<file path="src/dscs_map.vh">
`ifndef DSCS_MAP_VH
`define DSCS_MAP_VH

// register indices; byte address is four times the index
`define DSCS_IDX_CONTROL_ONE  6'h20
`define DSCS_IDX_STATUS       6'h21
`define DSCS_IDX_TRACE_CTRL   6'h22
`define DSCS_IDX_TRACE_COUNT  6'h26
`define DSCS_IDX_SEQ_CTRL     6'h27
`define DSCS_IDX_WIN_BASE     3'h5

// debug_control_one fields
`define DSCS_C1_ARM           7
`define DSCS_C1_FORCE_TRIGGER          6
`define DSCS_C1_ROUTE         4
`define DSCS_C1_BRK           3
`define DSCS_C1_BANK_HI       1
`define DSCS_C1_BANK_LO       0

// trace_control fields
`define DSCS_TC_ENABLE        6
`define DSCS_TC_MODE_HI       3
`define DSCS_TC_MODE_LO       2
`define DSCS_TC_ALIGN         0

// comparator bank select values
`define DSCS_BANK_A           2'h0
`define DSCS_BANK_B           2'h1
`define DSCS_BANK_C           2'h2
`define DSCS_BANK_NONE        2'h3

// sequencer states
`define DSCS_ST_DISARMED      3'h0
`define DSCS_ST_ONE           3'h1
`define DSCS_ST_FINAL         3'h4

// reset values and the last line count
`define DSCS_RST_BYTE         8'h00
`define DSCS_RST_SEQ_CTRL     3'h0
`define DSCS_RST_COUNT        6'h00
`define DSCS_COUNT_LAST       6'h3f

`endif

</file>
<file path="src/dscs_seq.v">
`timescale 1ns/1ps
`include "dscs_map.vh"

module dscs_seq
(
	input  wire       clk_i,
	input  wire       ce_i,
	input  wire       rst_i,
	input  wire       armed_i,
	input  wire       arm_set_i,
	input  wire       force_final_i,
	input  wire       advance_i,
	input  wire [2:0] next_state_i,
	input  wire       end_internal_i,
	output reg  [2:0] state_o
);

	wire legal_next;

	// reserved encodings above final are never taken
	assign legal_next = (next_state_i <= `DSCS_ST_FINAL) && (next_state_i != `DSCS_ST_DISARMED);

	always @(posedge clk_i)
	begin
		if (rst_i)
			state_o <= `DSCS_ST_DISARMED;
		else if (ce_i)
		begin
			if (end_internal_i)
				state_o <= `DSCS_ST_DISARMED;
			else if (arm_set_i)
				state_o <= `DSCS_ST_ONE;
			else if (armed_i)
			begin
				if (force_final_i)
					state_o <= `DSCS_ST_FINAL;
				else if (advance_i && legal_next && (state_o != `DSCS_ST_FINAL))
					state_o <= next_state_i;
			end
			// software disarm leaves the last state in place
		end
	end

endmodule

</file>
<file path="src/dscs_top.v">
// What this block does
// - software sets/clears session enable; hardware clears it at trace end or untraced breakpoint
// - arming puts the sequencer in state one, flags read 001
// - writing 1 to force trigger requests a trigger; 0 ignored; reads 0
// - forced trigger jumps to final; breakpoint issued at trace completion per settings
// - with trace enable clear, no trigger starts recording
// - forced trigger ignored once begin-aligned recording has started
// - while secured, tracing disabled and force trigger cannot start tracing
// - control one bits 7,1,0 always writable; bits 4:3 only while disarmed
// - route bit picks background mode or software interrupt for breakpoints
// - breakpoint enable plus final state requests breakpoint, after tracing if traced
// - bank select picks comparator bank shown in the eight-byte window
// - banks 0..2 show comparators A..C and their sequencer control; 3 shows match flags
// - trace full set once 64 lines stored since the last arm write of 1
// - trace full cleared by arm write of 1 and power-on reset only
// - trace full also reads at bit 7 of the trace count register
// - state flags follow every sequencer transition, 000..100 encoding
// - software disarm keeps the last sequencer state
// - internally ended session returns sequencer and flags to zero
// - status register always readable, writes ignored
// - while armed only arm, force trigger and bank select are writable
`timescale 1ns/1ps
`include "dscs_map.vh"

module dscs_top
(
	input  wire        clk_i,
	input  wire        rst_i,
	input  wire        por_i,
	input  wire        ce_i,
	input  wire        cyc_i,
	input  wire        stb_i,
	input  wire        we_i,
	input  wire [7:0]  adr_i,
	input  wire [3:0]  sel_i,
	input  wire [31:0] dat_i,
	output wire [31:0] dat_o,
	output reg         ack_o,
	input  wire        secured_i,
	input  wire        background_debug_enable_i,
	input  wire        background_active_i,
	input  wire        seq_advance_i,
	input  wire [2:0]  seq_next_state_i,
	input  wire        trace_line_stored_i,
	input  wire        trace_done_i,
	input  wire [2:0]  match_flags_i,
	input  wire [7:0]  cmp_rdata_i,
	output wire        cmp_wr_o,
	output wire [1:0]  cmp_bank_o,
	output wire [2:0]  cmp_addr_o,
	output wire [7:0]  cmp_wdata_o,
	output reg         session_armed_o,
	output reg         recording_o,
	output reg         trigger_o,
	output reg         bdm_entry_o,
	output reg         software_interrupt_request_o,
	output wire        trace_enable_o,
	output wire [1:0]  trace_mode_select_o,
	output wire        trigger_alignment_o,
	output wire [2:0]  sequencer_state_flags_o,
	output wire [2:0]  sequencer_control_one_o,
	output wire [2:0]  sequencer_control_two_o,
	output wire [2:0]  sequencer_control_three_o
);

	reg        route_sel;
	reg        brk_en;
	reg  [1:0] bank_sel;
	reg        trace_en;
	reg  [1:0] trace_mode;
	reg        align_begin;
	reg  [2:0] seq_ctrl_one;
	reg  [2:0] seq_ctrl_two;
	reg  [2:0] seq_ctrl_three;
	reg        brk_pending;
	reg        final_seen;
	reg        trace_full;
	reg  [5:0] line_count;
	reg  [7:0] rdata;
	reg  [7:0] next_rdata;

	wire       rst_any;
	wire       wb_req;
	wire       wb_wr;
	wire [5:0] idx;
	wire [7:0] wd;
	wire       in_window;
	wire       wr_c1;
	wire       wr_tc;
	wire       wr_sc;
	wire       arm_set;
	wire       arm_write_one;
	wire       sw_disarm;
	wire       force_final;
	wire       trace_on;
	wire [2:0] seq_state;
	wire       final_rise;
	wire       trace_end;
	wire       brk_now;
	wire       end_internal;
	wire       brk_fire;
	wire       line_in;

	// other system resets clear everything but the trace full flag
	assign rst_any = rst_i | por_i;

	assign wb_req    = cyc_i & stb_i;
	// writes land on the edge that ends the cycle, i.e. while ack is high
	assign wb_wr     = wb_req & we_i & ack_o & sel_i[0];
	assign idx       = adr_i[7:2];
	assign wd        = dat_i[7:0];
	assign in_window = (idx[5:3] == `DSCS_IDX_WIN_BASE);

	assign wr_c1 = wb_wr && (idx == `DSCS_IDX_CONTROL_ONE);
	assign wr_tc = wb_wr && (idx == `DSCS_IDX_TRACE_CTRL) && !session_armed_o;
	assign wr_sc = wb_wr && (idx == `DSCS_IDX_SEQ_CTRL) && !session_armed_o;

	assign arm_write_one = wr_c1 & wd[`DSCS_C1_ARM];
	assign arm_set       = arm_write_one & ~session_armed_o;
	assign sw_disarm     = wr_c1 & ~wd[`DSCS_C1_ARM] & session_armed_o;

	// tracing is inhibited while secured even if the enable bit was set earlier
	assign trace_on = trace_en & ~secured_i;

	// a forced trigger is dropped once begin-aligned recording runs
	assign force_final = wr_c1 & wd[`DSCS_C1_FORCE_TRIGGER] & session_armed_o & ~(recording_o & align_begin);

	assign final_rise = session_armed_o & (seq_state == `DSCS_ST_FINAL) & ~final_seen;
	assign trace_end  = session_armed_o & recording_o & trace_done_i;
	// untraced breakpoint fires at once and ends the session
	assign brk_now      = final_rise & brk_en & ~trace_on;
	assign end_internal = trace_end | brk_now;
	assign brk_fire     = brk_now | (trace_end & brk_pending);
	assign line_in      = trace_line_stored_i & recording_o;

	dscs_seq u_seq
	(
		.clk_i          (clk_i),
		.ce_i           (ce_i),
		.rst_i          (rst_any),
		.armed_i        (session_armed_o),
		.arm_set_i      (arm_set),
		.force_final_i  (force_final),
		.advance_i      (seq_advance_i),
		.next_state_i   (seq_next_state_i),
		.end_internal_i (end_internal),
		.state_o        (seq_state)
	);

	// session enable and the control one fields
	always @(posedge clk_i)
	begin
		if (rst_any)
		begin
			session_armed_o <= 1'b0;
			route_sel       <= 1'b0;
			brk_en          <= 1'b0;
			bank_sel        <= `DSCS_BANK_A;
		end
		else if (ce_i)
		begin
			if (end_internal)
				session_armed_o <= 1'b0;
			else if (wr_c1)
				session_armed_o <= wd[`DSCS_C1_ARM];
			if (wr_c1)
				bank_sel <= wd[`DSCS_C1_BANK_HI:`DSCS_C1_BANK_LO];
			// armed state before the write gates bits 4:3, so a disarming write keeps them
			if (wr_c1 && !session_armed_o)
			begin
				route_sel <= wd[`DSCS_C1_ROUTE];
				brk_en    <= wd[`DSCS_C1_BRK];
			end
		end
	end

	// trace control and sequencer control registers
	always @(posedge clk_i)
	begin
		if (rst_any)
		begin
			trace_en       <= 1'b0;
			trace_mode     <= 2'h0;
			align_begin    <= 1'b0;
			seq_ctrl_one   <= `DSCS_RST_SEQ_CTRL;
			seq_ctrl_two   <= `DSCS_RST_SEQ_CTRL;
			seq_ctrl_three <= `DSCS_RST_SEQ_CTRL;
		end
		else if (ce_i)
		begin
			if (wr_tc)
			begin
				if (!secured_i)
					trace_en <= wd[`DSCS_TC_ENABLE];
				trace_mode  <= wd[`DSCS_TC_MODE_HI:`DSCS_TC_MODE_LO];
				align_begin <= wd[`DSCS_TC_ALIGN];
			end
			if (wr_sc)
			begin
				case (bank_sel)
					`DSCS_BANK_A: seq_ctrl_one   <= wd[2:0];
					`DSCS_BANK_B: seq_ctrl_two   <= wd[2:0];
					`DSCS_BANK_C: seq_ctrl_three <= wd[2:0];
					default:      seq_ctrl_one   <= seq_ctrl_one;
				endcase
			end
		end
	end

	// recording, pending breakpoint and breakpoint routing
	always @(posedge clk_i)
	begin
		if (rst_any)
		begin
			recording_o                  <= 1'b0;
			brk_pending                  <= 1'b0;
			final_seen                   <= 1'b0;
			trigger_o                    <= 1'b0;
			bdm_entry_o                  <= 1'b0;
			software_interrupt_request_o <= 1'b0;
		end
		else if (ce_i)
		begin
			trigger_o <= final_rise;
			if (arm_set || end_internal || sw_disarm)
				final_seen <= 1'b0;
			else if (final_rise)
				final_seen <= 1'b1;

			if (end_internal || sw_disarm)
				recording_o <= 1'b0;
			else if (arm_set && trace_on && !align_begin)
				recording_o <= 1'b1;
			else if (final_rise && trace_on && align_begin)
				recording_o <= 1'b1;

			if (end_internal || sw_disarm || arm_set)
				brk_pending <= 1'b0;
			else if (final_rise && brk_en && trace_on)
				brk_pending <= 1'b1;

			bdm_entry_o                  <= brk_fire & route_sel & background_debug_enable_i;
			software_interrupt_request_o <= brk_fire & (route_sel ? ~background_debug_enable_i
			                                                      : ~background_active_i);
		end
	end

	// line count and trace full flag; only power-on and an arm write of 1 clear the flag
	always @(posedge clk_i)
	begin
		if (por_i)
			trace_full <= 1'b0;
		else if (ce_i)
		begin
			if (line_in && (line_count == `DSCS_COUNT_LAST))
				trace_full <= 1'b1;
			else if (arm_write_one)
				trace_full <= 1'b0;
		end
	end

	always @(posedge clk_i)
	begin
		if (rst_any)
			line_count <= `DSCS_RST_COUNT;
		else if (ce_i)
		begin
			if (arm_write_one)
				line_count <= `DSCS_RST_COUNT;
			else if (line_in)
				line_count <= line_count + 6'h01;
		end
	end

	// read mux; status ignores writes as it has no write path
	always @*
	begin
		next_rdata = `DSCS_RST_BYTE;
		case (idx)
			`DSCS_IDX_CONTROL_ONE:
				next_rdata = {session_armed_o, 2'b00, route_sel, brk_en, 1'b0, bank_sel};
			`DSCS_IDX_STATUS:
				next_rdata = {trace_full, 4'h0, seq_state};
			`DSCS_IDX_TRACE_CTRL:
				next_rdata = {1'b0, trace_en, 2'b00, trace_mode, 1'b0, align_begin};
			`DSCS_IDX_TRACE_COUNT:
				next_rdata = {trace_full, 1'b0, line_count};
			`DSCS_IDX_SEQ_CTRL:
			begin
				case (bank_sel)
					`DSCS_BANK_A: next_rdata = {5'h00, seq_ctrl_one};
					`DSCS_BANK_B: next_rdata = {5'h00, seq_ctrl_two};
					`DSCS_BANK_C: next_rdata = {5'h00, seq_ctrl_three};
					default:      next_rdata = {5'h00, match_flags_i};
				endcase
			end
			default:
			begin
				if (in_window && (bank_sel != `DSCS_BANK_NONE))
					next_rdata = cmp_rdata_i;
				else
					next_rdata = `DSCS_RST_BYTE;
			end
		endcase
	end

	// one wait state: ack a cycle after the request, dropped the cycle after
	always @(posedge clk_i)
	begin
		if (rst_any)
		begin
			ack_o <= 1'b0;
			rdata <= `DSCS_RST_BYTE;
		end
		else if (ce_i)
		begin
			ack_o <= wb_req & ~ack_o;
			if (wb_req && !ack_o)
				rdata <= next_rdata;
		end
	end

	assign dat_o = {24'h000000, rdata};

	// comparator bank registers live outside; they accept writes only while disarmed
	assign cmp_wr_o    = wb_wr & in_window & ~session_armed_o & (bank_sel != `DSCS_BANK_NONE);
	assign cmp_bank_o  = bank_sel;
	assign cmp_addr_o  = adr_i[4:2];
	assign cmp_wdata_o = wd;

	assign trace_enable_o            = trace_on;
	assign trace_mode_select_o       = trace_mode;
	assign trigger_alignment_o       = align_begin;
	assign sequencer_state_flags_o   = seq_state;
	assign sequencer_control_one_o   = seq_ctrl_one;
	assign sequencer_control_two_o   = seq_ctrl_two;
	assign sequencer_control_three_o = seq_ctrl_three;

endmodule

</file>
<file path="config.mk">
export PLATFORM = sky130hd
export DESIGN_NAME = dscs_top
export DESIGN_NICKNAME = d
export VERILOG_FILES = /design/src/dscs_seq.v /design/src/dscs_top.v
export VERILOG_INCLUDE_DIRS = /design/src
export SDC_FILE = /design/constraint.sdc
export NUM_CORES = 1
export LEC_CHECK = 0
export BUFFER_PORTS_ARGS = -buffer_cell sky130_fd_sc_hd__clkbuf_2
export CORE_MARGIN = 10
export CORE_UTILIZATION = 45
export CTS_CLUSTER_DIAMETER = 120
export DETAILED_ROUTE_END_ITERATION = 7
export PLACE_DENSITY = 0.87
export SYNTH_ARGS = -nofsm -noshare
export SYNTH_HDL_FRONTEND = slang
export SYNTH_HIERARCHICAL = 1
export SYNTH_SLANG_ARGS = --single-unit
</file>
<file path="constraint.sdc">
create_clock -name clk_i -period 2 [get_ports clk_i]
set_input_delay 0.1 -clock clk_i [delete_from_list [all_inputs] [get_ports clk_i]]
set_output_delay 0.1 -clock clk_i [all_outputs]
set_load 0.05 [all_outputs]
</file>
## Word level (Yosys, flattened, before mapping)

Index checks and enable logic that the tools add are counted.

| word-level totals | value |
|---|---|
| input port bits | 71 |
| flip-flop bits (word level) | 43 |

| cells by class | value |
|---|---|
| reductions and logical operators | 50 |
| magnitude comparators | 1 |
| bitwise operators | 40 |
| muxes and demuxes | 22 |
| $add $sub $neg | 1 |
| eq/ne operators | 12 |

Operator list:

| kind | number |
|---|---|
| 8-bit one-hot mux with 5 select lines | 1 |
| 6-bit equality test (second input constant) | 6 |
| 1-bit AND | 28 |
| 2-bit AND reduction | 10 |
| 1-bit logical AND | 18 |
| 3-bit two-way mux | 5 |
| 3-bit AND reduction | 5 |
| 1-bit two-way mux | 12 |
| 6-bit two-way mux | 2 |
| 2-bit nonzero test | 5 |
| 1-bit inverter | 9 |
| 3-bit one-hot mux with 3 select lines | 1 |
| 3-bit nonzero test | 3 |
| 8-bit two-way mux | 1 |
| 6-bit by 1-bit adder with 6-bit output (second input constant) | 1 |
| 3-bit equality test (second input constant) | 2 |
| 1-bit logical OR | 4 |
| 4-bit nonzero test | 1 |
| 3-bit <= comparator (second input constant) | 1 |
| 1-bit logical NOT | 3 |
| 3-bit inequality test (second input constant) | 1 |
| 1-bit bitwise OR | 3 |
| 2-bit by 1-bit equality test with 1-bit output (second input constant) | 1 |
| 2-bit equality test (second input constant) | 1 |
| other kinds (2) | 2 |

## Longest topological paths before layout

| logic depth | value |
|---|---|
| depth after elaboration | 12 |
| gate-level depth with buffers | 8 |
| depth with buffers taken out | 7 |

## Hierarchy

The synthesis kept the hierarchy.

Modules (own cells, without submodules):

| module | cells an instance | times used | area each (µm²) | sequential area each (µm²) |
|---|---|---|---|---|
| dscs_top | 266 | 1 | 2324.7 | 800.8 |
| dscs_seq | 22 | 1 | 190.2 | 60.1 |

## Worst setup path after synthesis

OpenSTA, ideal clock, no wires.

| timing path | value |
|---|---|
| kind | reg2reg |
| start point | reg u_seq.state_o[2] |
| end point | reg u_seq.state_o[0] |
| required time | 1879 ps |
| slack | -189 ps |
| stages on the path, launching flop included | 7 |
| arrival | 2067 ps |
| cell sequence | dfxtp_1 -> nor4b_1 -> a32oi_1 -> nor2_1 -> nor3_1 -> a21oi_2 -> mux2_4 |

| between the ends | value |
|---|---|
| word-level cells in the longest chain between the ends | 8 |
| elaborated cells on any way between the ends | 12 |

Ends and longest elaborated chain:

| item | line | RTL |
|---|---|---|
| start: declaration | dscs_seq.v:15 | `output reg [2:0] state_o` |
| start signal: assignment | dscs_seq.v:26 | `` state_o <= `DSCS_ST_DISARMED; `` |
| start signal: assignment | dscs_seq.v:30 | `` state_o <= `DSCS_ST_DISARMED; `` |
| start signal: assignment | dscs_seq.v:32 | `` state_o <= `DSCS_ST_ONE; `` |
| 3-bit equality test (no line) (*) | n/a |  |
| 1-bit AND (*) (2 in series) | dscs_top.v:128 | `` assign final_rise = session_armed_o & (seq_state == `DSCS_ST_FINAL) & ~final_seen; `` |
| 1-bit AND (*) (2 in series) | dscs_top.v:131 | `assign brk_now = final_rise & brk_en & ~trace_on;` |
| 1-bit bitwise OR (*) | dscs_top.v:132 | `assign end_internal = trace_end \| brk_now;` |
| net end_internal | dscs_top.v:100 | `wire end_internal;` |
| 4-bit nonzero test (no line) or 3-bit nonzero test (tied branches) | n/a |  |
| 3-bit AND reduction (no line) | n/a |  |

Mark *: on every way through the listed nets, which the timed path passes. The rest lies on a longest branch.
A chain may end at the register's enable or synchronous reset.

## Final worst setup path

| timing path | value |
|---|---|
| start point | reg bank_sel[1], in the netlist cmp_bank_o[1] |
| end point | out cmp_wr_o |

| between the ends | value |
|---|---|
| word-level cells in the longest chain between the ends | 2 |

Ends and longest elaborated chain:

| item | line | RTL |
|---|---|---|
| start: declaration | dscs_top.v:68 | `reg [1:0] bank_sel;` |
| start signal: assignment | dscs_top.v:158 | `` bank_sel <= `DSCS_BANK_A; `` |
| start signal: assignment | dscs_top.v:167 | `` bank_sel <= wd[`DSCS_C1_BANK_HI:`DSCS_C1_BANK_LO]; `` |
| 2-bit inequality test (no line) | n/a |  |
| 1-bit AND | dscs_top.v:326 | `` assign cmp_wr_o = wb_wr & in_window & ~session_armed_o & (bank_sel != `DSCS_BANK_NONE); `` |
| end: declaration | dscs_top.v:48 | `output wire cmp_wr_o,` |

No other way between the ends.

==> flow_summary.ini <==
[grt]
largest_net_degree_at_the_start_of_global_routing = 26
wire_length_of_the_first_global_routing_pass_mm = 11.8
grt_remaining_overflow = 0
global_route.usage.total_pct = 16.5
number_of_global_route_vias_before_repair = 2423
antenna_violations_before_repair = 0

[final_layout]
final_net_count = 440
diodes = 0
synthToLayoutAreaGrowth_pct = 21.2
drive_gt1_share_pct = 32.8

[timing]
maxSlewHeadroom_pct = 61.6
worst-slew-pin-transition_ps = 570
fmax_mhz = 541
final_max_slew_viol_count = 0
fin_tns_setup_ps = 0
final.setup.worst_slack_ps = 151
period_minus_slack_ps = 1850
hold_viol_final = 0
fin_crit_sh_pct = 92.4
report.final.setup_viol = 0
rsz0062_at_grt = false
worst_clock_skew_ps = 11.7

[worst_setup_path]
path_cells = a21oi_1 -> and4_1 -> clkbuf_2
required_ps = 1900
crit_arrival_ps = 1750
start_kind = flop
critPathMaxFanout = 10
setup.worst_path.end_class = output port
cpPeakStageDelay_ps = 450
path_class = flop to output port
critical_path.slowest_cell = dfxtp_1

[hold_path]
class_of_the_tightest_hold_or_removal_check = input pin to flop

[clock_network]
clock_insertion_delay_worst_skew_ps = 310
post_cts.repair.setup_buffers = 0
tritoncts = yes
cts-buffers-inserted = 5
cts.sinks = 43
cts_h_tree_depth = 2
max-clock-path-buffers = 2
cts.clk_slew.worst_paths_ps = 90
ctsRootBufferMaster = clkbuf_8

[yosys]
yosys.cell_types.count = 52
ys_seq_area_share_pct = 34.2
syn_inst = 288
post_synth.cell_area_avg_um2 = 8.73
synthesis.area_um2 = 2510
flops_latches_synth = 43
synthArstFlopShare_pct = 0
yosys_warnings = 6
synth_edf_count = 0
yosys_most_used_dff = dfxtp_1

[detailed_routing]
detailedRoute.firstPassIterationCount = 5
avgViaCountPerCell = 5.53
route.detailed.wl_per_inst_um = 17.2
finalWirelength_mm = 7.61
number_of_antenna_violating_nets_in_the_routed_design = 0
drt_iter0_markers = 216
routed-via-count = 2440
drcViolationCount = 0

[flow_run]
max_cap_viol_count = 0

[floorplan]
starting_density_pct = 46.0
design.portCount = 139
floorplan.die_area_um2 = 8980
design.core.area_um2 = 5470
rows = 27
die_w_um = 94.8
floorplan.die.height_um = 94.8

[placement]
port_buffers = 83
post-dp-hpwl_mm = 6.15
globalplace.congestion = 0.928
dpl_worst_slack_ps = 167

[power]
power_per_cell_area_nw_per_um2 = 651
peakVddDrop_v = 0.000336
total_leakage_power_nw = 1.33

[run_status]
status = finished, final reports clean
-- worst max-delay path, delay by kind of cell (launching register included) --
kind | cells | cell delay (ps)
AO/OA/AOI/OAI | 1 | 450
buffers and inverters | 1 | 280
flip-flops | 1 | 450
AND/OR/NAND/NOR | 1 | 260
-- layer usage --
layer  global-route usage [%]  share of wire, %
met5                        0                 0
met4                     5.24               1.4
met3                     6.42                13
met2                     26.0                43
met1                     20.3                42
-- cells in the final DEF (no fill, tap or decap), drive strengths merged, types with 3 or more instances in the layout --
cell type	synthesis	routed
clkbuf	10	88
dfxtp	43	43
nand2	25	25
conb	1	24
nor2	19	19
mux2i	17	17
o21ai	16	16
buf	38	14
a21oi	14	14
a22oi	10	10
a31oi	9	9
inv	7	7
nor3	6	6
and3	6	6
nand4	6	6
nand3	6	6
a211oi	5	5
xor2	4	4
nor4	4	4
and4	3	3
nand2b	3	3
mux4	3	3
nor2b	3	3
nand3b	3	3
nor4b	3	3
or3	3	3
-- synthesized netlist by cell type (5+ instances only) --
cell type	count	area, um2
dfxtp_1	43	861
a21oi_1	13	65.1
inv_1	7	26.3
nand3_1	6	30.0
clkbuf_1	9	33.8
nor3_1	6	30.0
and3_1	6	37.5
a31oi_1	9	56.3
nand4_1	6	37.5
mux2i_1	17	170
nand2_1	25	93.8
a211oi_1	5	37.5
buf_4	35	263
a22oi_1	10	75.1
o21ai_0	15	75.1
nor2_1	19	71.3
-- area by class of cell --
cell class / instances / area (um2)
fillers: 506 / 2420
multi-input cells: 213 / 1400
flip-flops and latches: 43 / 863
repair buffers: 98 / 531
well taps: 72 / 90.1
clock buffers: 5 / 68.8
clock inverters: 3 / 67.6
inverters: 7 / 26.3
-- final timing paths --
kind / start / to / slack (ps) / depth (start not counted)
min: dat_i[1] / cmp_bank_o[1] / 70 / 3
min reg2reg: bdm_entry_o / bdm_entry_o / 460 / 2
max reg2reg: u_seq/state_o[1] / u_seq/state_o[0] / 200 / 6
max: cmp_bank_o[1] / cmp_wr_o / 150 / 3
-- power breakdown --
group          total [W]  switching, W  internal, W
registers       0.000861    0.00000237     0.000859
clock network   0.000812      0.000314     0.000498
logic           0.000311      0.000241    0.0000703
-- registers in the layout, indices dropped and copies added, names as in the netlist --
name / cells
trace_full: 1
recording_o: 1
trace_mode_select_o: 2
u_seq/state_o: 3
brk_pending: 1
sequencer_control_three_o: 3
route_sel: 1
ack_o: 1
session_armed_o: 1
cmp_bank_o: 2
rdata: 8
sequencer_control_two_o: 3
software_interrupt_request_o: 1
trigger_alignment_o: 1
sequencer_control_one_o: 3
line_count: 6
trigger_o: 1
bdm_entry_o: 1
trace_en: 1
final_seen: 1
brk_en: 1
-- kinds of logic (layout without fill, tap and decap cells) --
logic type	after synthesis	after routing	synth area share, %
xor+xnor	5	5	1.74
fa+ha+maj	1	1	0.497
other cells	1	24	0.149
mux	22	22	10.5
flops	43	43	34.2
buf+inv	55	113	13.8
compound gates	64	64	16.2
simple gates	97	97	22.9
-- timing repair --
| action | in CTS | in global routing |
|---|---|---|
| hold buffers | 1 | 0 |
| endpoints found under the hold margin | 1 | 0 |
| gates resized for setup | 0 | 1 |
| setup endpoints to repair | 0 | 3 |
-- stage by stage --
| stage | hold WS, ps | util (%) | area, um2 | total power [W] | std cells |
|---|---|---|---|---|---|
| 2_1_floorplan | 169 | - | 2610 | 0.00115 | 311 |
| 3_3_place_gp | 201 | 53.0 | 2900 | 0.00118 | 432 |
| 3_5_place_dp | 201 | 53.0 | 2900 | 0.00119 | 432 |
| 4_1_cts | 68.9 | 55.6 | 3050 | 0.00199 | 441 |
| 5_1_grt | 84.1 | 55.7 | 3050 | 0.00204 | 441 |
| 6_report | 68.4 | 55.7 | 3050 | 0.00198 | 441 |
Note: power is estimated with default switching activity, not from simulation.
